## src/rtl/fct_pkg.sv

```systemverilog
// Package for the sectionalizer fault-count and trip control block.
// Assumes a 125 MHz pclk, APB register access and current samples in half-amperes.
package fct_pkg;

    // Clock and timebase
    localparam int CLK_NS = 8; // pclk period
    localparam int TICK_NS = 1_000_000; // One millisecond timebase
    localparam int TICK_CYCLES = TICK_NS / CLK_NS; // Cycles per millisecond tick
    localparam int TICK_W = 17; // Width of the tick prescaler
    localparam int TMR_W = 18; // Millisecond timer width, holds 180000
    localparam int LINE_HZ = 60; // Base frequency for inrush cycles

    // Current levels, half-ampere units
    localparam int CUR_W = 16;
    localparam logic [CUR_W-1:0] RESTRAIN_HA = 16'h000a; // 5 A load restraint
    localparam logic [CUR_W-1:0] ZERO_HA = 16'h0001; // Below this counts as no flow

    // Register byte offsets
    localparam logic [7:0] CFG_OFS = 8'h00;
    localparam logic [7:0] STAT_OFS = 8'h04;
    localparam logic [7:0] IRQ_STAT_OFS = 8'h08;
    localparam logic [7:0] IRQ_CLR_OFS = 8'h0c;
    localparam logic [7:0] IRQ_EN_OFS = 8'h10;
    localparam logic [7:0] OPS_OFS = 8'h14;

    // Selector codes with special meaning
    localparam logic [3:0] GND_BLOCK_SEL = 4'hc;
    localparam logic [2:0] MULT_BLOCK_SEL = 3'h5;
    localparam logic [9:0] OPS_MAX = 10'h3e7; // 999, counter wraps after it
    localparam int IRQ_W = 4;

    // Configuration register layout
    typedef struct packed {
        logic [10:0] rsvd; // [31:21] read as zero
        logic [2:0] gnd_inrush_sel; // [20:18]
        logic [1:0] ph_inrush_sel; // [17:16]
        logic [2:0] mult_sel; // [15:13]
        logic [2:0] reset_sel; // [12:10]
        logic [1:0] counts_to_open; // [9:8]
        logic [3:0] gnd_sel; // [7:4]
        logic [3:0] ph_sel; // [3:0]
    } fct_cfg_s;

    localparam fct_cfg_s CFG_RESET = '{rsvd: 11'h000, gnd_inrush_sel: 3'h0, ph_inrush_sel: 2'h0,
        mult_sel: 3'h0, reset_sel: 3'h0, counts_to_open: 2'h3, gnd_sel: GND_BLOCK_SEL, ph_sel: 4'h0};

    // Sensed currents from the transformer front end
    typedef struct packed {
        logic [CUR_W-1:0] ph_a;
        logic [CUR_W-1:0] ph_b;
        logic [CUR_W-1:0] ph_c;
        logic [CUR_W-1:0] gnd;
    } fct_sense_s;

    // Interrupt event bits
    localparam int IRQ_COUNT = 0; // Count pulse registered
    localparam int IRQ_TRIP = 1; // Trip output asserted
    localparam int IRQ_RESET = 2; // Counts erased by reset timer
    localparam int IRQ_OPEN = 3; // Switch reported open

    // Phase minimum-actuating level in half-amperes
    function automatic logic [CUR_W-1:0] ph_thr(input logic [3:0] sel);
        unique case (sel)
            4'h0: ph_thr = 16'h0020;
            4'h1: ph_thr = 16'h0030;
            4'h2: ph_thr = 16'h0050;
            4'h3: ph_thr = 16'h0070;
            4'h4: ph_thr = 16'h00a0;
            4'h5: ph_thr = 16'h00e0;
            4'h6: ph_thr = 16'h0140;
            4'h7: ph_thr = 16'h01c0;
            4'h8: ph_thr = 16'h0200;
            4'h9: ph_thr = 16'h0250;
            4'ha: ph_thr = 16'h0280;
            4'hb: ph_thr = 16'h0380;
            default: ph_thr = 16'h0500; // 640 A, also for unused codes
        endcase
    endfunction : ph_thr

    // Ground minimum-actuating level in half-amperes
    function automatic logic [CUR_W-1:0] gnd_thr(input logic [3:0] sel);
        unique case (sel)
            4'h0: gnd_thr = 16'h0007;
            4'h1: gnd_thr = 16'h000e;
            4'h2: gnd_thr = 16'h0020;
            4'h3: gnd_thr = 16'h0028;
            4'h4: gnd_thr = 16'h0038;
            4'h5: gnd_thr = 16'h0050;
            4'h6: gnd_thr = 16'h0070;
            4'h7: gnd_thr = 16'h00a0;
            4'h8: gnd_thr = 16'h00e0;
            4'h9: gnd_thr = 16'h0140;
            4'ha: gnd_thr = 16'h01c0;
            default: gnd_thr = 16'h0280; // 320 A; codes 12+ are blocked elsewhere
        endcase
    endfunction : gnd_thr

endpackage : fct_pkg

```

## src/rtl/fct_top.sv

```systemverilog
// Fault-count and trip control for a three-phase line sectionalizer.
// Assumes current samples synchronous to pclk and a switch-open contact input.
`timescale 1ns/1ps
module fct_top
    import fct_pkg::*;
#(
    parameter int TICK_CYCLES_P = TICK_CYCLES // Shorten in simulation
)
(
    // Clock and reset
    input wire logic pclk,
    input wire logic presetn,
    // APB slave
    input wire logic psel,
    input wire logic penable,
    input wire logic pwrite,
    input wire logic [7:0] paddr,
    input wire logic [31:0] pwdata,
    output logic [31:0] prdata,
    output logic pready,
    output logic pslverr,
    // Sensed currents and switch position
    input wire fct_sense_s sense,
    input wire logic sw_open,
    // Trip solenoid drive and interrupt
    output logic trip_sol,
    output logic irq
);

    // Whole state of the block
    typedef struct packed {
        fct_cfg_s cfg; // Settings
        logic [IRQ_W-1:0] irq_stat; // Sticky events
        logic [IRQ_W-1:0] irq_en; // Interrupt enables
        logic [1:0] cnt; // Stored count pulses
        logic trip; // Trip solenoid drive
        logic oc_latch; // Overcurrent seen, awaiting outcome
        logic inrush_armed; // Next restore is treated as inrush
        logic flow_prev; // Flow detect last cycle
        logic open_prev; // Switch position last cycle
        logic [9:0] ops; // Opening operations, 0..999
        logic [TICK_W-1:0] tick_cnt; // Millisecond prescaler
        logic [31:0] rdata; // Read data for the access phase
        logic rerr; // Error for the access phase
    } fct_state_s;

    fct_state_s st_reg;
    fct_state_s st_next;

    // Timer hookups
    logic tick;
    logic rst_busy;
    logic ph_busy;
    logic gd_busy;
    logic rst_load;
    logic inr_load;
    logic [TMR_W-1:0] rst_ms;
    logic [TMR_W-1:0] ph_ms;
    logic [TMR_W-1:0] gd_ms;

    // Current detection terms
    logic flowing;
    logic restrained;
    logic [CUR_W-1:0] ph_base;
    logic [CUR_W-1:0] ph_eff;
    logic ph_block;
    logic gd_block;
    logic ph_oc;
    logic gd_oc;
    logic oc_now;
    logic count_pulse;
    logic cnt_clear;
    logic [1:0] cto;
    logic ph_win; // Phase restraint window, restore edge included
    logic gd_win; // Ground block window, restore edge included

    // Bus decode
    logic setup;
    logic wr_en;
    logic mapped;

    // Largest phase sample
    function automatic logic [CUR_W-1:0] max3(input fct_sense_s s);
        logic [CUR_W-1:0] m;
        m = (s.ph_a > s.ph_b) ? s.ph_a : s.ph_b;
        max3 = (m > s.ph_c) ? m : s.ph_c;
    endfunction : max3

    // Count-reset time in milliseconds
    // Codes 6 and 7 fall back to the longest time
    function automatic logic [TMR_W-1:0] reset_ms(input logic [2:0] sel);
        unique case (sel)
            3'h0: reset_ms = 18'h0_3a98; // 15 s
            3'h1: reset_ms = 18'h0_7530; // 30 s
            3'h2: reset_ms = 18'h0_ea60; // 60 s
            3'h3: reset_ms = 18'h1_5f90; // 90 s
            3'h4: reset_ms = 18'h1_d4c0; // 120 s
            default: reset_ms = 18'h2_bf20; // 180 s
        endcase
    endfunction : reset_ms

    // Phase restraint time, line cycles rounded up to whole ms
    // Rounding up keeps restraint never shorter than set
    function automatic logic [TMR_W-1:0] ph_inr_ms(input logic [1:0] sel);
        int cyc;
        cyc = (int'(sel) + 1) * 5;
        ph_inr_ms = TMR_W'((cyc * 1000 + LINE_HZ - 1) / LINE_HZ);
    endfunction : ph_inr_ms

    // Ground block time in milliseconds
    // Codes 5 to 7 fall back to 5 s
    function automatic logic [TMR_W-1:0] gd_inr_ms(input logic [2:0] sel);
        unique case (sel)
            3'h0: gd_inr_ms = 18'h0_012c; // 0.3 s
            3'h1: gd_inr_ms = 18'h0_02bc; // 0.7 s
            3'h2: gd_inr_ms = 18'h0_05dc; // 1.5 s
            3'h3: gd_inr_ms = 18'h0_0bb8; // 3 s
            default: gd_inr_ms = 18'h0_1388; // 5 s
        endcase
    endfunction : gd_inr_ms

    // Raised phase level; saturates rather than wrapping
    // x6 built as x4 plus x2, no multiplier needed
    function automatic logic [CUR_W-1:0] scale(input logic [CUR_W-1:0] b, input logic [2:0] sel);
        logic [CUR_W+3:0] p;
        unique case (sel)
            3'h1: p = {4'h0, b} << 1;
            3'h2: p = {4'h0, b} << 2;
            3'h3: p = ({4'h0, b} << 2) + ({4'h0, b} << 1);
            3'h4: p = {4'h0, b} << 3;
            default: p = {4'h0, b};
        endcase
        scale = (p[CUR_W+3:CUR_W] != 4'h0) ? '1 : p[CUR_W-1:0];
    endfunction : scale

    // Timer load values follow the live settings
    assign rst_ms = reset_ms(st_reg.cfg.reset_sel);
    assign ph_ms = ph_inr_ms(st_reg.cfg.ph_inrush_sel);
    assign gd_ms = gd_inr_ms(st_reg.cfg.gnd_inrush_sel);

    // Millisecond strobe from the prescaler
    // Shared by all timers so their ticks stay in step
    assign tick = (st_reg.tick_cnt == TICK_W'(TICK_CYCLES_P - 1));

    // Flow and restraint detection on the phases
    assign flowing = (max3(sense) >= ZERO_HA);
    assign restrained = (max3(sense) >= RESTRAIN_HA);

    // Restraint windows. The timers turn busy one edge after the restore,
    // so the restore edge is added here; without it the first inrush
    // sample would be judged against the normal levels.
    assign ph_win = ph_busy || inr_load;
    assign gd_win = gd_busy || inr_load;

    // Phase level: normal, or raised or blocked while restraint runs
    assign ph_base = ph_thr(st_reg.cfg.ph_sel);
    // Settings beyond x8 block the phase detector outright
    assign ph_block = ph_win && (st_reg.cfg.mult_sel >= MULT_BLOCK_SEL);
    assign ph_eff = ph_win ? scale(ph_base, st_reg.cfg.mult_sel) : ph_base;
    assign ph_oc = !ph_block && (max3(sense) >= ph_eff);

    // Ground level: configured block or inrush block
    // Phase and ground windows run independently
    assign gd_block = (st_reg.cfg.gnd_sel >= GND_BLOCK_SEL) || gd_win;
    assign gd_oc = !gd_block && (sense.gnd >= gnd_thr(st_reg.cfg.gnd_sel));
    assign oc_now = ph_oc || gd_oc;

    // A count only when a latched overcurrent dies to no flow at all
    // Flow under half an ampere counts as interrupted
    assign count_pulse = st_reg.oc_latch && !oc_now && !flowing && !sw_open;

    // Reset timer: held full while interrupted or empty, runs on flow
    // Any gap in flow restarts the whole span
    assign rst_load = !flowing || (st_reg.cnt == 2'h0);
    assign cnt_clear = flowing && !rst_busy && (st_reg.cnt != 2'h0);

    // Restraint starts when flow returns after a clean interruption
    assign inr_load = flowing && !st_reg.flow_prev && st_reg.inrush_armed;

    // Code 0 behaves as one count
    // A dead setting becomes the safest one, never zero counts
    assign cto = (st_reg.cfg.counts_to_open == 2'h0) ? 2'h1 : st_reg.cfg.counts_to_open;

    // APB phases; zero wait states
    // Reads return the state seen in the setup cycle
    assign setup = psel && !penable;
    assign wr_en = psel && penable && pwrite;
    assign mapped = (paddr == CFG_OFS) || (paddr == STAT_OFS) || (paddr == IRQ_STAT_OFS) ||
        (paddr == IRQ_CLR_OFS) || (paddr == IRQ_EN_OFS) || (paddr == OPS_OFS);

    // Next-state logic for the whole block
    always_comb begin
        logic [IRQ_W-1:0] ev;
        logic [IRQ_W-1:0] clr;
        logic [1:0] cnt_n;
        ev = '0;
        clr = '0;
        st_next = st_reg;
        cnt_n = st_reg.cnt;

        // Prescaler wraps every millisecond
        st_next.tick_cnt = tick ? '0 : st_reg.tick_cnt + 1'b1;
        st_next.flow_prev = flowing;
        st_next.open_prev = sw_open;

        // Overcurrent bookkeeping while the switch is closed
        // Restraint drops the latch so a downline clear is not counted
        if (oc_now && !sw_open) begin
            st_next.oc_latch = 1'b1;
        end else if (st_reg.oc_latch) begin
            if (restrained) begin
                st_next.oc_latch = 1'b0;
            end else if (!flowing) begin
                st_next.oc_latch = 1'b0;
            end
        end

        // Interruption decides how the next restore is treated
        // Judged at the fall of flow, before the latch is dropped
        if (st_reg.flow_prev && !flowing) begin
            st_next.inrush_armed = !(st_reg.oc_latch || oc_now);
        end else if (inr_load) begin
            st_next.inrush_armed = 1'b0;
        end

        // Pulse counter saturates at three
        // A fourth pulse is lost; only three can be stored
        if (count_pulse && cnt_n != 2'h3) begin
            cnt_n = cnt_n + 2'h1;
        end
        if (count_pulse) begin
            ev[IRQ_COUNT] = 1'b1;
        end
        // Timed erase of stored pulses
        if (cnt_clear) begin
            cnt_n = 2'h0;
            ev[IRQ_RESET] = 1'b1;
        end

        // Trip once the count reaches the setting
        // Open position overrides counting and trip
        if (sw_open) begin
            cnt_n = 2'h0;
            st_next.trip = 1'b0;
            st_next.oc_latch = 1'b0;
        end else if (cnt_n >= cto) begin
            st_next.trip = 1'b1;
            if (!st_reg.trip) begin
                ev[IRQ_TRIP] = 1'b1;
            end
        end
        st_next.cnt = cnt_n;

        // Opening operations counter, three digits
        // Counted on the change to open, not while open
        if (sw_open && !st_reg.open_prev) begin
            st_next.ops = (st_reg.ops == OPS_MAX) ? 10'h000 : st_reg.ops + 10'h001;
            ev[IRQ_OPEN] = 1'b1;
        end

        // Register writes take effect in the access phase
        // Reserved configuration bits are forced to zero
        if (wr_en) begin
            unique case (paddr)
                CFG_OFS: st_next.cfg = fct_cfg_s'({11'h000, pwdata[20:0]});
                IRQ_CLR_OFS: clr = pwdata[IRQ_W-1:0];
                IRQ_EN_OFS: st_next.irq_en = pwdata[IRQ_W-1:0];
                default: ; // Read-only or unmapped
            endcase
        end
        // New events win over a clear in the same cycle
        st_next.irq_stat = (st_reg.irq_stat & ~clr) | ev;

        // Read data captured in the setup phase
        if (setup) begin
            st_next.rerr = !mapped;
            unique case (paddr)
                CFG_OFS: st_next.rdata = 32'(st_reg.cfg);
                STAT_OFS: st_next.rdata = {23'h00_0000, sw_open, st_reg.inrush_armed, gd_busy,
                    ph_busy, st_reg.oc_latch, flowing, st_reg.trip, st_reg.cnt};
                IRQ_STAT_OFS: st_next.rdata = {28'h000_0000, st_reg.irq_stat};
                IRQ_EN_OFS: st_next.rdata = {28'h000_0000, st_reg.irq_en};
                OPS_OFS: st_next.rdata = {22'h00_0000, st_reg.ops};
                default: st_next.rdata = 32'h0000_0000; // Clear register and holes
            endcase
        end
    end

    // State register; constants only under reset
    // Reset leaves ground blocked and three counts to open
    always_ff @(posedge pclk or negedge presetn) begin
        if (!presetn) begin
            st_reg <= '{cfg: CFG_RESET, default: '0};
        end else begin
            st_reg <= st_next;
        end
    end

    // Count-reset interval
    fct_timer u_rst_tmr (
        .pclk(pclk),
        .presetn(presetn),
        .tick(tick),
        .load(rst_load),
        .run(flowing),
        .load_val(rst_ms),
        .busy(rst_busy)
    );

    // Phase inrush restraint interval
    // Runs regardless of flow once started
    fct_timer u_ph_tmr (
        .pclk(pclk),
        .presetn(presetn),
        .tick(tick),
        .load(inr_load),
        .run(1'b1),
        .load_val(ph_ms),
        .busy(ph_busy)
    );

    // Ground inrush block interval
    // Loaded on the same restore edge as the phase timer
    fct_timer u_gd_tmr (
        .pclk(pclk),
        .presetn(presetn),
        .tick(tick),
        .load(inr_load),
        .run(1'b1),
        .load_val(gd_ms),
        .busy(gd_busy)
    );

    // Outputs
    // Error shown only in the access phase
    // Level interrupt, high until cleared or masked
    assign prdata = st_reg.rdata;
    assign pslverr = st_reg.rerr && psel && penable;
    assign pready = 1'b1; // Every access completes without wait
    assign trip_sol = st_reg.trip;
    assign irq = |(st_reg.irq_stat & st_reg.irq_en);

endmodule : fct_top

```

## src/rtl/fct_timer.sv

```systemverilog
// Millisecond down-counter used for the reset and inrush intervals.
// Assumes a one-cycle tick strobe from the owning block's prescaler.
`timescale 1ns/1ps
module fct_timer
    import fct_pkg::*;
(
    // Clock and reset
    input wire logic pclk,
    input wire logic presetn,
    // Control
    input wire logic tick,
    input wire logic load,
    input wire logic run,
    input wire logic [TMR_W-1:0] load_val,
    // Status
    output logic busy
);

    // Whole state of the timer
    typedef struct packed {
        logic [TMR_W-1:0] cnt;
    } fct_tmr_s;

    fct_tmr_s st_reg;
    fct_tmr_s st_next;

    // Load has priority so a held load keeps the timer full
    always_comb begin
        st_next = st_reg;
        if (load) begin
            st_next.cnt = load_val;
        end else if (run && tick && st_reg.cnt != '0) begin
            st_next.cnt = st_reg.cnt - 1'b1;
        end
    end

    // State register
    always_ff @(posedge pclk or negedge presetn) begin
        if (!presetn) begin
            st_reg <= '0;
        end else begin
            st_reg <= st_next;
        end
    end

    assign busy = (st_reg.cnt != '0);

endmodule : fct_timer

```

## config.mk

```make
export PLATFORM = sky130hd
export DESIGN_NAME = fct_top
export DESIGN_NICKNAME = d
export VERILOG_FILES = /design/src/rtl/fct_pkg.sv /design/src/rtl/fct_top.sv /design/src/rtl/fct_timer.sv
export SDC_FILE = /design/constraint.sdc
export NUM_CORES = 1
export LEC_CHECK = 0
export ABC_AREA = 1
export BUFFER_PORTS_ARGS = -buffer_cell sky130_fd_sc_hd__buf_2
export CAP_MARGIN = 10
export CORE_MARGIN = 2
export CORE_UTILIZATION = 61
export CTS_BUF_LIST = sky130_fd_sc_hd__clkbuf_4
export DETAILED_ROUTE_END_ITERATION = 6
export PLACE_DENSITY = 0.84
export SETUP_SLACK_MARGIN = 0.05
export SLEW_MARGIN = 10
export SYNTH_ARGS = -nofsm -noshare
export SYNTH_HDL_FRONTEND = slang
export SYNTH_SLANG_ARGS = --single-unit
```

## constraint.sdc

```tcl
create_clock -name pclk -period 5.25 [get_ports pclk]
set_input_delay 1.05 -clock pclk [delete_from_list [all_inputs] [get_ports pclk]]
set_output_delay 1.05 -clock pclk [all_outputs]
set_load 0.01 [all_outputs]
```

; ---- After elaboration in Yosys (flattened, before gate mapping)
; Memory sizes are Yosys's and may differ from the RTL's.
; Cells that the tools add are included.
[op_classes]
n_addsub = 10
n_mul = 2
n_div = 1
magnitude_cmp = 9
eq_ne = 19
muxes = 37
n_bitwise = 4
n_reduce_logical = 63
[op_table]
columns = operator, n
row1 = 18-bit 2-to-1 mux, 6
row2 = 21-bit case mux with 5 select lines, 1
row3 = 18-bit case mux with 5 select lines, 1
row4 = 19-bit case mux with 4 select lines, 1
row5 = 16-bit 2-to-1 mux, 4
row6 = 18-bit nonzero test, 3
row7 = 18-bit by 1-bit subtractor with 18-bit output (second input constant), 3
row8 = 13-bit case mux with 4 select lines, 1
row9 = 32-bit by 7-bit divider with 32-bit output (second input constant), 1
row10 = 16-bit >= comparator, 2
row11 = 16-bit greater-than comparator, 2
row12 = 1-bit logical AND, 23
row13 = 18-bit by 17-bit adder with 19-bit output, 1
row14 = 3-bit by 2-bit == test with 1-bit output (second input constant), 6
row15 = 17-bit by 1-bit subtractor with 18-bit output (second input constant), 1
row16 = 16-bit by 6-bit adder with 17-bit output (second input constant), 1
row17 = 17-bit by 1-bit adder with 17-bit output (second input constant), 1
row18 = 17-bit == test (second input constant), 1
row19 = 17-bit 2-to-1 mux, 1
row20 = 8-bit by 4-bit == test with 1-bit output (second input constant), 2
row21 = 8-bit by 5-bit == test with 1-bit output (second input constant), 2
row22 = 16-bit by 1-bit >= comparator with 1-bit output (second input constant), 1
row23 = 16-bit by 4-bit >= comparator with 1-bit output (second input constant), 1
row24 = 1-bit 2-to-1 mux, 15
row25 = 28 further kinds, 64
[word_totals]
ff_bits = 150
mem_bits_ro = 272
inputBits = 110
elab_cells = 169
n_memories = 2
[memory_table]
columns = memory, words, word_bits, rd, rd_clocked_by_memory_dff, wr, line_no
row1 = (name not given), 16, 10, 1, 0, 0, fct_pkg.sv:82  ; unique case (sel)
row2 = (name not given), 16, 7, 1, 0, 0, fct_pkg.sv:63  ; unique case (sel)

; ---- Longest topological paths before layout
; Gate-level depths: netlist of the first run.
[logic_depth]
ltp_word = 23
ltp_mapped = 58

; ---- By module
; Synthesis of the first run repeated with hierarchy kept, for this count alone.
[unflattened]
cells_unflattened = 1741
hier_area_um2 = 11856.4
[by_module_without_submodules]
columns = mod, instances, cells_each, area_each_um2, seq_area_each_um2
row1 = fct_top, 1, 1066, 7502.2, 2132.0
row2 = fct_timer, 3, 225, 1451.4, 450.4

; ---- Worst setup path before layout of the first run
; No wires, ideal clock.
[synth_path]
path_type = input to register
from = input sense[47] in the netlist's numbering
to = register st_reg, in the netlist trip_sol
setup_ns = 0.134
arrival_time_ns = 6.335
slack_ns = -1.220
stages = 49
path_cell_list = inv_1 > ha_1 > a21oi_1 > o21ai_1 > nor2_1 > nand2_4 > nand2_4 > buf_8 > nand2_1 > and2_1 > ha_1 > nand2_1 > nor2_1 > nand2_1 > nand2_1 > nand2_2 > a21oi_4 > inv_2 > (+13 left out) > o31ai_1 > ha_1 > nand2_1 > inv_1 > nand2_1 > a21boi_0 > nor2_1 > o211ai_1 > nand3_1 > nand4_1 > a21oi_2 > nand4_1 > nand3_1 > inv_1 > ha_1 > o21a_1 > o21ai_0 > o21ai_0
[synth_via]
elab_chain_len = 21
elab_cells_between_ends = 30
classes_between = 5 x order compare / 5 x mux / 20 x reduce/logical
[synth_lines]
columns = element, line_no
row1 = "start, declared", fct_top.sv:23  ; input wire fct_sense_s sense,
row2 = 16-bit greater-than comparator, fct_top.sv:85  ; m = (s.ph_a > s.ph_b) ? s.ph_a : s.ph_b;
row3 = 16-bit 2-to-1 mux *, fct_top.sv:85
row4 = 16-bit greater-than comparator, fct_top.sv:86  ; max3 = (m > s.ph_c) ? m : s.ph_c;
row5 = 16-bit 2-to-1 mux *, fct_top.sv:86
row6 = 16-bit by 1-bit >= comparator with 1-bit output *, fct_top.sv:146  ; assign flowing = (max3(sense) >= ZERO_HA);
row7 = named net flowing, fct_top.sv:62  ; logic flowing;
row8 = 1-bit logical AND (2 in a row), fct_top.sv:178  ; assign inr_load = flowing && !st_reg.flow_prev && st_reg.inrush_armed;
row9 = 1-bit logical OR (on tied branches), "fct_top.sv:152, fct_top.sv:153"
row10 = (+3 left out), -
row11 = 1-bit logical OR, fct_top.sv:166  ; assign oc_now = ph_oc || gd_oc;
row12 = 1-bit zero test, fct_top.sv:170  ; assign count_pulse = st_reg.oc_latch && !oc_now && !flowing && !sw_open;
row13 = 1-bit logical AND (3 in a row), fct_top.sv:170
row14 = 1-bit logical AND, fct_top.sv:228  ; if (count_pulse && cnt_n != 2'h3) begin
row15 = 2-bit 2-to-1 mux, fct_top.sv:228
row16 = 2-bit 2-to-1 mux *, fct_top.sv:235  ; if (cnt_clear) begin
row17 = 2-bit >= comparator *, fct_top.sv:246  ; end else if (cnt_n >= cto) begin
row18 = 2-bit nonzero test (no line) *, -
row19 = "end signal, assigned", fct_top.sv:295  ; st_reg <= st_next;
row20 = "end, declared", fct_top.sv:47  ; fct_state_s st_reg;
; The timed path passes the listed nets; every way through them passes the cells marked *.
; A chain may end at the register's enable or synchronous reset.

==> results of run 1 <==
cells in the final DEF (no fill, tap or decap), types with 5 or more instances in the layout:
cell type | Yosys | final
conb_1 | 2 | 12
a31oi_1 | 13 | 13
buf_4 | 38 | 117
nand4_1 | 19 | 19
ha_1 | 83 | 61
o21ai_1 | 6 | 9
xor2_1 | 21 | 21
nand3_2 | 2 | 7
xnor2_1 | 7 | 7
nor3_1 | 33 | 33
clkbuf_4 | 0 | 18
inv_2 | 5 | 18
nand2_4 | 6 | 9
nand2_2 | 6 | 40
nor2_4 | 2 | 6
nand2_1 | 254 | 217
bufinv_16 | 0 | 5
buf_6 | 3 | 14
o21ai_0 | 97 | 91
o31ai_1 | 14 | 13
a21oi_2 | 1 | 7
nand3b_1 | 11 | 11
a21oi_1 | 85 | 79
ha_4 | 0 | 22
and2_1 | 15 | 14
nor4_1 | 15 | 15
nor2_2 | 5 | 8
nor2_1 | 195 | 188
buf_2 | 7 | 114
o211ai_1 | 10 | 10
inv_1 | 250 | 232
nand3_1 | 85 | 80
dfrtp_1 | 135 | 135
clkinv_1 | 2 | 5
o22ai_1 | 21 | 21
metal layers:
| metal | part of all wire | vias up | routed length [µm] | global-route usage |
|---|---|---|---|---|
| li1 | - | 5338 | - | - |
| met1 | 0.40 | 5265 | 12600 | 0.385 |
| met2 | 0.48 | 524 | 15100 | 0.533 |
| met3 | 0.068 | 136 | 2140 | 0.0574 |
| met4 | 0.047 | 0 | 1470 | 0.152 |
| met5 | 0 | - | 0 | 0 |
power groups by stage:
stage	logic, W	clock network (W)	registers (W)
6_report	0.000735	0.000833	0.00114
5_1_grt	0.000800	0.000882	0.00115
4_1_cts	0.000599	0.000837	0.00114
3_5_place_dp	0.000579	0	0.00116
3_3_place_gp	0.000558	0	0.00116
2_1_floorplan	0.000349	0	0.00115
area by class of cell:
| class | instances | area share |
|---|---|---|
| Multi-Input combinational cell | 1062 | 0.487 |
| Antenna cell | 2 | 0.000380 |
| Tap cell | 225 | 0.0214 |
| Sequential cell | 139 | 0.264 |
| Timing Repair Buffer | 248 | 0.126 |
| Clock inverter | 14 | 0.0153 |
| Inverter | 257 | 0.0755 |
| Clock buffer | 18 | 0.0103 |
worst max-delay path by stage:
stage / startpoint / end / slack, ns
after floorplan: sense[41] / trip_sol / -1.00
after global placement: sense[41] / trip_sol / -1.13
after detailed placement: sense[41] / trip_sol / -1.51
after CTS: sense[35] / st_reg[72] / -0.68
after global routing: sense[47] / st_reg[72] / -1.58
final: sense[46] / st_reg[72] / -1.31
critical path: cells and delay by family:
| family | cells | cell delay, ns |
|---|---|---|
| adders and majority gates | 4 | 1.12 |
| and+or+nand+nor | 25 | 2.54 |
| buffers and inverters | 9 | 1.02 |
| AOI/OAI and AO/OA | 8 | 1.24 |
metrics by stage:
step / setup TNS, ns / instance area (µm²) / utilization
floorplan: -3.67 / 11000 / -
global placement: -4.94 / 12300 / 0.713
detailed placement: -7.68 / 12300 / 0.713
CTS: -1.53 / 12700 / 0.738
global route: -7.65 / 13200 / 0.765
finish: -6.04 / 13200 / 0.765
repair_timing:
item / 4_1_cts / 5_1_grt
pin swaps: 10 / 71
buffers inserted: 3 / 14
setup endpoints to repair: 7 / 7
gates resized for setup: 21 / 85
gates cloned: 0 / 1
logic make-up (layout without fill, tap and decap cells):
logic type               Yosys count  after routing  share of synthesized area
AND/OR/NAND/NOR                  658            659                      0.274
buffers and inverters            318            537                      0.129
AO/OA/AOI/OAI                    279            279                      0.151
flip-flops                       139            139                      0.324
adder cells (fa/ha/maj)           84             84                     0.0985
XOR/XNOR                          28             28                     0.0228
other                              2             14                   0.000699
==> reports/metrics.csv, run 1 <==
stage,metric,value,unit
layout,largest_register_ff_count,63,
layout,final_layout_size_suffix_gt1_frac,0.241,
min_path,hold_start,prdata[7],
critical_path,cp_data_arrival_time,7.00,ns
global_routing,gr-usage-all-layers,0.314,
clock_tree,cts_tree,yes,
critical_path,cpMostUsedCell,nand2_2,
detailed_routing,route.detailed.drc,2,
power,p_int,0.00187,W
detailed_routing,initialDrtViolationCount,911,
power,p_leak,6.60,nW
critical_path,critical_path.max_stage_delay,0.32,ns
global_routing,grt_pass1_vias,10432,
clock_tree,cts-htree-levels,4,
timing,timing.hold.ws,0.490,ns
critical_path,worst_r2r_path_depth,35,
timing,rsz0062_at_grt,yes,
power,power.share.sequential,0.422,
min_path,min_to,prdata[7],
logic_synthesis,yosys_register_bits,139,
power,comb_power_share,0.271,
global_routing,grt_max_degree,109,
min_path,worst_hold_path_type,flip-flop to flip-flop,
power,switching_power,0.000844,W
critical_path,ff2ff_setup_slack,0.20,ns
place,dp_hpwl,21900,µm
layout,finish.cell_count_without_fillers,1965,
clock_tree,clk_latency,0.57,ns
critical_path,worst_r2r_endpoint,st_reg[72],
place,dp.cells,1913,
detailed_routing,drtAntennaViolNets,0,
detailed_routing,drt-total-wl,31300,µm
min_path,hold-path-cell-count,2,
power,design_power_total,0.00271,W
power,relative_contribution_of_the_clock_network_to_total_power,0.307,
logic_synthesis,postSynthAreaPerCell,7.12,µm²
layout,layout.area.seq,3480,µm²
logic_synthesis,synth_edf_count,0,
critical_path,cp_required,5.69,ns
floorplanning,die-area,18700,µm²
layout,layout_net_count,1919,
place,globalplace.congestion,0.968,
clock_tree,cts.hold.buffers_added,0,
place,dp_slack,-1.51,ns
logic_synthesis,synth_top_cell_area_share,0.315,
global_routing,grt-ovfl-total,0,
critical_path,timing.critical_path.fanout_max,8,
power,powerDensity,206,nW/µm²
critical_path,worst_setup_path_start_kind,primary input,
clock_tree,tritoncts.num_buffers,17,
logic_synthesis,yosysSeqAreaShare,0.324,
logic_synthesis,ys.flop_type,dfrtp_1,
clock_tree,cts.root.buffer_cell,clkbuf_4,
global_routing,antenna_found_initial,2,
timing,relSlewSlack,0.278,
logic_synthesis,syn_inst,1508,
logic_synthesis,synth_warnings,0,
floorplanning,number_of_top_level_pins,146,
timing,worst_setup_skew_after_layout,0.0147,ns
clock_tree,clock_tree.buffer_depth,2,
clock_tree,clock_transition_time_at_the_flip_flop_clock_pins_of_the_worst_setup_and_hold_paths,0.12,ns
clock_tree,numClockSinks,139,
status,run_status,finished with violations,
power,power.switching_fraction,0.311,
logic_synthesis,synth_area,10700,µm²
logic_synthesis,netlist-cell-type-count,58,
timing,final_setup_violation_count,7,
layout,num-fill-cells,1216,
layout,area_delta_synth_final,22.7,%
timing,setup_slack,-1.31,ns
logic_synthesis,synth_area_leaders,"dfrtp_1, ha_1, nand2_1, inv_1, nor2_1",
critical_path,end_kind,flip-flop,
floorplanning,start_util,0.623,
timing,min_period,6.56,ns
detailed_routing,detail_route.first_pass.iterations,7,
timing,timing.final.max_slew_violations,0,
logic_synthesis,netlist.top_cell.by_area,dfrtp_1,
logic_synthesis,yosys.cell_count.top_type,nand2_1,
layout,multiInputGateArea,6420,µm²
critical_path,critical_path_class,primary input to flip-flop,
timing,worstMarginPinSlew,1.08,ns
flow_run,cap_viol_max_count,0,
floorplanning,core-area,17200,µm²
detailed_routing,vias,11263,
global_routing,grt_pass1_wl,46700,µm
power,max-vdd-ir-drop,0.000173,V
floorplanning,die_y,137,µm
floorplanning,std_cell_rows,48,
floorplanning,die_w,137,µm
timing,max_freq,152,MHz
status,violated_checks,"design-rule violations, negative setup slack",
detailed_routing,routed_via_density,5.73,
logic_synthesis,synth.top_cells.by_count,"nand2_1, inv_1, nor2_1, dfrtp_1, o21ai_0",
timing,final_min_period_over_clock_period,1.25,
detailed_routing,average_wire_length_per_cell_after_detail_routing,15.9,µm
place,place.port_buffers,122,
critical_path,worst_path_max_delay_cell,ha_1,
timing,finalHoldViolations,0,
logic_synthesis,async_set_reset_flop_share_out_of_synthesis,1.00,
critical_path,reg2reg_from,u_ph_tmr.st_reg[0],
Note: power is estimated with default switching activity, not from simulation.
==> run 2: changes to the inputs <==
Settings changed: CORE_UTILIZATION 61 to 65, PLACE_DENSITY 0.84 to 0.89.
Clock period 5.25 ns to 7.9 ns, I/O delays scaled along.
==> reports/metrics.csv, run 2 (synthesized netlist as in run 1, its figures left out) <==
stage,metric,value,unit,change
global_routing,grt_pass1_vias,9586,,"was 10,432"
floorplanning,std_cell_rows,46,,was 48
layout,final_core_util,0.724,,was 0.765
detailed_routing,route.met3.wl,1470,µm,was 2140 µm
status,run_status,finished clean,,was finished with violations
timing,fin_tns_setup,0,ns,was -6.04 ns
place,globalplace.congestion,0.937,,was 0.968
detailed_routing,top_layer_reached_by_signal_wires,met4,,unchanged
min_path,worst_hold_path_type,flip-flop to flip-flop,,unchanged
critical_path,reg2reg_from,u_ph_tmr.st_reg[0],,unchanged
clock_tree,numClockSinks,139,,unchanged
timing,min_period,7.22,ns,
power,p_leak,5.95,nW,was 6.60 nW
place,postPlaceCellArea,11300,µm²,"was 12,300 µm²"
place,dp_hpwl,19400,µm,"was 21,900 µm"
detailed_routing,initialDrtViolationCount,873,,was 911
clock_tree,cts_resized,0,,was 21
floorplanning,number_of_top_level_pins,146,,unchanged
detailed_routing,drt-total-wl,25400,µm,"was 31,300 µm"
clock_tree,clk_latency,0.56,ns,was 0.57 ns
layout,area_delta_synth_final,7.90,%,was 22.7%
critical_path,worst_r2r_path_depth,37,,was 35
place,place.port_buffers,122,,unchanged
power,powerDensity,133,nW/µm²,was 206 nW/µm²
timing,finalHoldViolations,0,,unchanged
power,max-vdd-ir-drop,0.0000848,V,was 0.000173 V
layout,most_frequent_cells_in_the_layout,"nand2_1, inv_1, nor2_1",,"was inv_1, nand2_1, nor2_1"
layout,layout_commonest_cell,nand2_1,,was inv_1
clock_tree,cts_tree,yes,,unchanged
floorplanning,die-area,17600,µm²,"was 18,700 µm²"
critical_path,end_kind,flip-flop,,unchanged
detailed_routing,detail_route.first_pass.iterations,7,,unchanged
floorplanning,start_util,0.671,,was 0.623
min_path,hold-path-cell-count,1,,was 2
detailed_routing,m1WireLength,11100,µm,"was 12,600 µm"
power,design_power_total,0.00154,W,was 0.00271 W
detailed_routing,average_wire_length_per_cell_after_detail_routing,13.8,µm,was 15.9 µm
critical_path,worst_setup_path_start_kind,primary input,,unchanged
timing,worstMarginPinSlew,1.03,ns,was 1.08 ns
global_routing,grt-ovfl-total,0,,unchanged
critical_path,cp_required,8.34,ns,was 5.69 ns
clock_tree,cts.root.buffer_cell,clkbuf_4,,unchanged
critical_path,worstSetupStartpoint,sense[47],,was sense[46]
floorplanning,die_w,133,µm,was 137 µm
critical_path,cpMostUsedCell,nand2_1,,was nand2_2
timing,timing.final.max_slew_violations,0,,unchanged
layout,final_design_area_no_fill,11600,µm²,"was 13,200 µm²"
critical_path,ff2ff_setup_slack,2.95,ns,was 0.20 ns
timing,max_freq,139,MHz,
floorplanning,die_y,133,µm,was 137 µm
timing,setup_slack,0.683,ns,was -1.31 ns
floorplanning,core-area,16000,µm²,"was 17,200 µm²"
critical_path,critical_path.max_stage_delay,0.34,ns,was 0.32 ns
clock_tree,tritoncts.num_buffers,17,,unchanged
flow_run,cap_viol_max_count,0,,unchanged
critical_path,cp_data_arrival_time,7.66,ns,was 7.00 ns
timing,final_min_period_over_clock_period,0.914,,
detailed_routing,route.detailed.drc,0,,was 2
clock_tree,clock_transition_time_at_the_flip_flop_clock_pins_of_the_worst_setup_and_hold_paths,0.12,ns,about the same
global_routing,gr-usage-all-layers,0.293,,was 0.314
critical_path,worst_r2r_endpoint,trip_sol,,was st_reg[72]
clock_tree,cts.hold.buffers_added,0,,unchanged
clock_tree,post-cts-setup-buffer-count,0,,was 3
layout,largest_register_ff_count,63,,unchanged
timing,relSlewSlack,0.310,,was 0.278
critical_path,worst_path_max_delay_cell,ha_1,,unchanged
global_routing,grt_max_degree,89,,was 109
timing,rsz0062_at_grt,no,,was yes
timing,worst_setup_skew_after_layout,0.0160,ns,was 0.0147 ns
detailed_routing,routed_via_density,5.62,,was 5.73
place,dp_slack,-0.0571,ns,was -1.51 ns
detailed_routing,drtAntennaViolNets,0,,unchanged
clock_tree,clock_tree.buffer_depth,2,,unchanged
global_routing,antenna_found_initial,1,,was 2
layout,final_layout_size_suffix_gt1_frac,0.125,,was 0.241
critical_path,timing.critical_path.fanout_max,17,,was 8
layout,layout_net_count,1799,,"was 1,919"
clock_tree,cts-htree-levels,4,,unchanged
critical_path,endpoint,trip_sol,,was st_reg[72]
detailed_routing,detailroute.wirelength.met2,12100,µm,"was 15,100 µm"
critical_path,critical_path_class,primary input to flip-flop,,unchanged
detailed_routing,vias,10319,,"was 11,263"
global_routing,grt_pass1_wl,42800,µm,"was 46,700 µm"
timing,final_setup_violation_count,0,,was 7
run 2: area by class of cell:
class / instances / area (µm²)
Multi-Input combinational cell: 1061 / 5920
Fill cell: 1352 / 4410
Sequential cell: 139 / 3480
Inverter: 257 / 965
Timing Repair Buffer: 129 / 669
Tap cell: 216 / 270
Clock inverter: 15 / 150
Clock buffer: 17 / 128
Antenna cell: 1 / 2.50
run 2: stage by stage:
| stage | hold slack (ns) | cells |
|---|---|---|
| after detailed placement | 0.456 | 1802 |
| after CTS | 0.472 | 1834 |
| final | 0.474 | 1835 |
| after floorplan | 0.433 | 1518 |
| after global placement | 0.448 | 1802 |
| after global routing | 0.502 | 1835 |
run 2: worst max-delay path, delay by kind of cell:
kind / cells / cell delay (ns)
adder cells (fa/ha/maj): 4 / 1.22
buffers and inverters: 6 / 0.49
AND/OR/NAND/NOR: 26 / 2.97
AO/OA/AOI/OAI: 11 / 1.40
run 2: power by group:
part | total [W] | switching (W) | internal (W)
combinational | 0.000307 | 0.000192 | 0.000115
sequential | 0.000760 | 0.0000225 | 0.000738
clock | 0.000469 | 0.000282 | 0.000187
run 2: worst min path at each step:
stage | start | to | slack, ns
final | st_reg[33] | st_reg[33] | 0.47
after global routing | st_reg[33] | st_reg[33] | 0.50
after CTS | st_reg[33] | st_reg[33] | 0.47
after detailed placement | st_reg[33] | st_reg[33] | 0.46
after global placement | st_reg[33] | st_reg[33] | 0.45
after floorplan | st_reg[33] | st_reg[33] | 0.43
run 2: metal layers:
metal  vias up  track usage
met1      4803        0.391
met2       350        0.481
met4         0        0.112
met3        70       0.0487
met5         -            0
li1       5096            -
==> run 3: changes to the inputs <==
Settings changed: CORE_UTILIZATION 65 to 35, PLACE_DENSITY 0.89 to default.
==> reports/metrics.csv, run 3 (synthesized netlist as in run 1, its figures left out) <==
stage,metric,value,unit,change
status,run_status,finished clean,,unchanged
flow_run,cap_viol_max_count,0,,unchanged
global_routing,grt-ovfl-total,0,,unchanged
place,place.port_buffers,122,,unchanged
layout,final_layout_size_suffix_gt1_frac,0.127,,was 0.125
power,p_int,0.00105,W,was 0.00104 W
critical_path,timing.critical_path.fanout_max,16,,was 17
min_path,hold_start,st_reg[33],,unchanged
critical_path,reg2reg_from,st_reg[78],,was u_ph_tmr.st_reg[0]
floorplanning,die_y,179,µm,was 133 µm
global_routing,grt_pass1_wl,45800,µm,"was 42,800 µm"
clock_tree,cts.root.buffer_cell,clkbuf_4,,unchanged
layout,layout.area.seq,3480,µm²,unchanged
min_path,hold-path-cell-count,1,,unchanged
power,power.switching_fraction,0.325,,was 0.323
power,powerDensity,131,nW/µm²,was 133 nW/µm²
critical_path,cp_data_arrival_time,7.63,ns,was 7.66 ns
power,relative_contribution_of_the_clock_network_to_total_power,0.309,,was 0.305
timing,final_min_period_over_clock_period,0.910,,was 0.914
detailed_routing,average_wire_length_per_cell_after_detail_routing,13.8,µm,about the same
clock_tree,post-cts-setup-buffer-count,0,,unchanged
critical_path,worst_r2r_path_depth,26,,was 37
power,p_leak,5.99,nW,was 5.95 nW
detailed_routing,routed_via_density,4.95,,was 5.62
power,switching_power,0.000505,W,was 0.000496 W
detailed_routing,drt-total-wl,27800,µm,"was 25,400 µm"
critical_path,critical_path_class,primary input to flip-flop,,unchanged
timing,timing.final.max_slew_violations,0,,unchanged
critical_path,ff2ff_setup_slack,2.91,ns,was 2.95 ns
clock_tree,cts_resized,0,,unchanged
floorplanning,start_util,0.353,,was 0.671
clock_tree,cts-htree-levels,4,,unchanged
clock_tree,tritoncts.num_buffers,17,,unchanged
critical_path,worst_path_max_delay_cell,ha_1,,unchanged
floorplanning,die-area,32100,µm²,"was 17,600 µm²"
floorplanning,number_of_top_level_pins,146,,unchanged
global_routing,grt_max_degree,73,,was 89
timing,max_freq,139,MHz,about the same
layout,most_frequent_cells_in_the_layout,"nand2_1, inv_1, nor2_1",,unchanged
timing,final_setup_violation_count,0,,unchanged
power,max-vdd-ir-drop,0.0000716,V,was 0.0000848 V
critical_path,worst_r2r_endpoint,trip_sol,,unchanged
critical_path,worst_setup_path_start_kind,primary input,,unchanged
place,dp_hpwl,21500,µm,"was 19,400 µm"
floorplanning,core-area,30400,µm²,"was 16,000 µm²"
power,power.share.sequential,0.489,,was 0.495
place,dp.cells,1989,,"was 1,802"
layout,layout_commonest_cell,nand2_1,,unchanged
clock_tree,clock_transition_time_at_the_flip_flop_clock_pins_of_the_worst_setup_and_hold_paths,0.14,ns,was 0.12 ns
clock_tree,cts_tree,yes,,unchanged
critical_path,cp_required,8.34,ns,about the same
timing,finalHoldViolations,0,,unchanged
critical_path,end_kind,flip-flop,,unchanged
power,comb_power_share,0.203,,was 0.200
critical_path,critical_path.max_stage_delay,0.33,ns,was 0.34 ns
floorplanning,die_w,179,µm,was 133 µm
place,globalplace.congestion,0.863,,was 0.937
detailed_routing,route.detailed.drc,0,,unchanged
detailed_routing,drtAntennaViolNets,0,,unchanged
min_path,min_to,st_reg[33],,unchanged
layout,layout_net_count,1806,,"was 1,799"
layout,final_core_util,0.390,,was 0.724
clock_tree,clk_latency,0.57,ns,was 0.56 ns
clock_tree,numClockSinks,139,,unchanged
timing,worstMarginPinSlew,0.976,ns,was 1.03 ns
detailed_routing,detail_route.first_pass.iterations,7,,unchanged
layout,num-fill-cells,3251,,"was 1,352"
critical_path,cpMostUsedCell,nand2_1,,unchanged
layout,multiInputGateArea,5910,µm²,was 5920 µm²
clock_tree,cts.hold.buffers_added,0,,unchanged
layout,finish.cell_count_without_fillers,2023,,"was 1,835"
clock_tree,clock_tree.buffer_depth,2,,unchanged
min_path,worst_hold_path_type,flip-flop to flip-flop,,unchanged
global_routing,antenna_found_initial,2,,was 1
timing,fin_tns_setup,0,ns,unchanged
detailed_routing,vias,10009,,"was 10,319"
timing,worst_setup_skew_after_layout,0.0270,ns,was 0.0160 ns
global_routing,grt_pass1_vias,9627,,"was 9,586"
timing,rsz0062_at_grt,no,,unchanged
layout,largest_register_ff_count,63,,unchanged
global_routing,gr-usage-all-layers,0.177,,was 0.293
detailed_routing,initialDrtViolationCount,550,,was 873
floorplanning,std_cell_rows,64,,was 46
timing,min_period,7.19,ns,was 7.22 ns
layout,area_delta_synth_final,10.4,%,was 7.90%
timing,relSlewSlack,0.350,,was 0.310
-- run 3: changes by cell type in the layout (fill, tap and decap cells not counted), sizes merged --
cell,delta
buf,+7
clkbuf,+1
clkinv,-1
clkinvlp,-1
diode,+1
inv,+1
-- run 3: layout make-up --
class                           count  area share
Multi-Input combinational cell   1061       0.498
Clock buffer                       18      0.0114
Timing Repair Buffer              136      0.0609
Antenna cell                        2    0.000422
Inverter                          257      0.0813
Tap cell                          396      0.0418
Sequential cell                   139       0.294
Clock inverter                     14      0.0122
-- run 3: metrics by stage --
stage               cell area, µm²  total power (W)  setup slack [ns]  hold WS (ns)
global placement             11600          0.00108             0.178         0.454
finish                       11900          0.00155             0.708         0.471
detailed placement           11600          0.00109            0.0598         0.461
CTS                          11900          0.00157             0.665         0.477
floorplan                    10800         0.000989             0.900         0.433
global route                 11900          0.00166             0.136         0.506
-- run 3: worst max-delay path by stage --
stage | from | to | slack [ns] | cells after the start
after floorplan | sense[47] | trip_sol | 0.90 | 49
after global placement | sense[43] | trip_sol | 0.18 | 45
after detailed placement | sense[47] | trip_sol | 0.06 | 46
after CTS | sense[47] | trip_sol | 0.67 | 46
after global routing | sense[47] | trip_sol | 0.14 | 46
final | sense[47] | trip_sol | 0.71 | 46
-- run 3: power groups by stage --
| stage | Clock [W] | Combinational, W | Sequential [W] |
|---|---|---|---|
| 2_1_floorplan | 0 | 0.000222 | 0.000767 |
| 3_3_place_gp | 0 | 0.000309 | 0.000772 |
| 3_5_place_dp | 0 | 0.000316 | 0.000773 |
| 4_1_cts | 0.000493 | 0.000318 | 0.000759 |
| 5_1_grt | 0.000527 | 0.000368 | 0.000764 |
| 6_report | 0.000480 | 0.000315 | 0.000759 |
-- run 3: worst max-delay path: cells and delay by family --
family                   cells  cell delay, ns
AO/OA/AOI/OAI               11            1.41
adder cells (fa/ha/maj)      4            1.21
buffers and inverters        6            0.48
AND/OR/NAND/NOR             25            2.91
-- run 3: routing by layer --
layer | up-vias | GRT usage | share of wire
met5 | - | 0 | 0
met4 | 0 | 0.0491 | 0.021
met3 | 31 | 0.0327 | 0.048
met2 | 250 | 0.295 | 0.46
met1 | 4631 | 0.235 | 0.47
li1 | 5097 | - | -
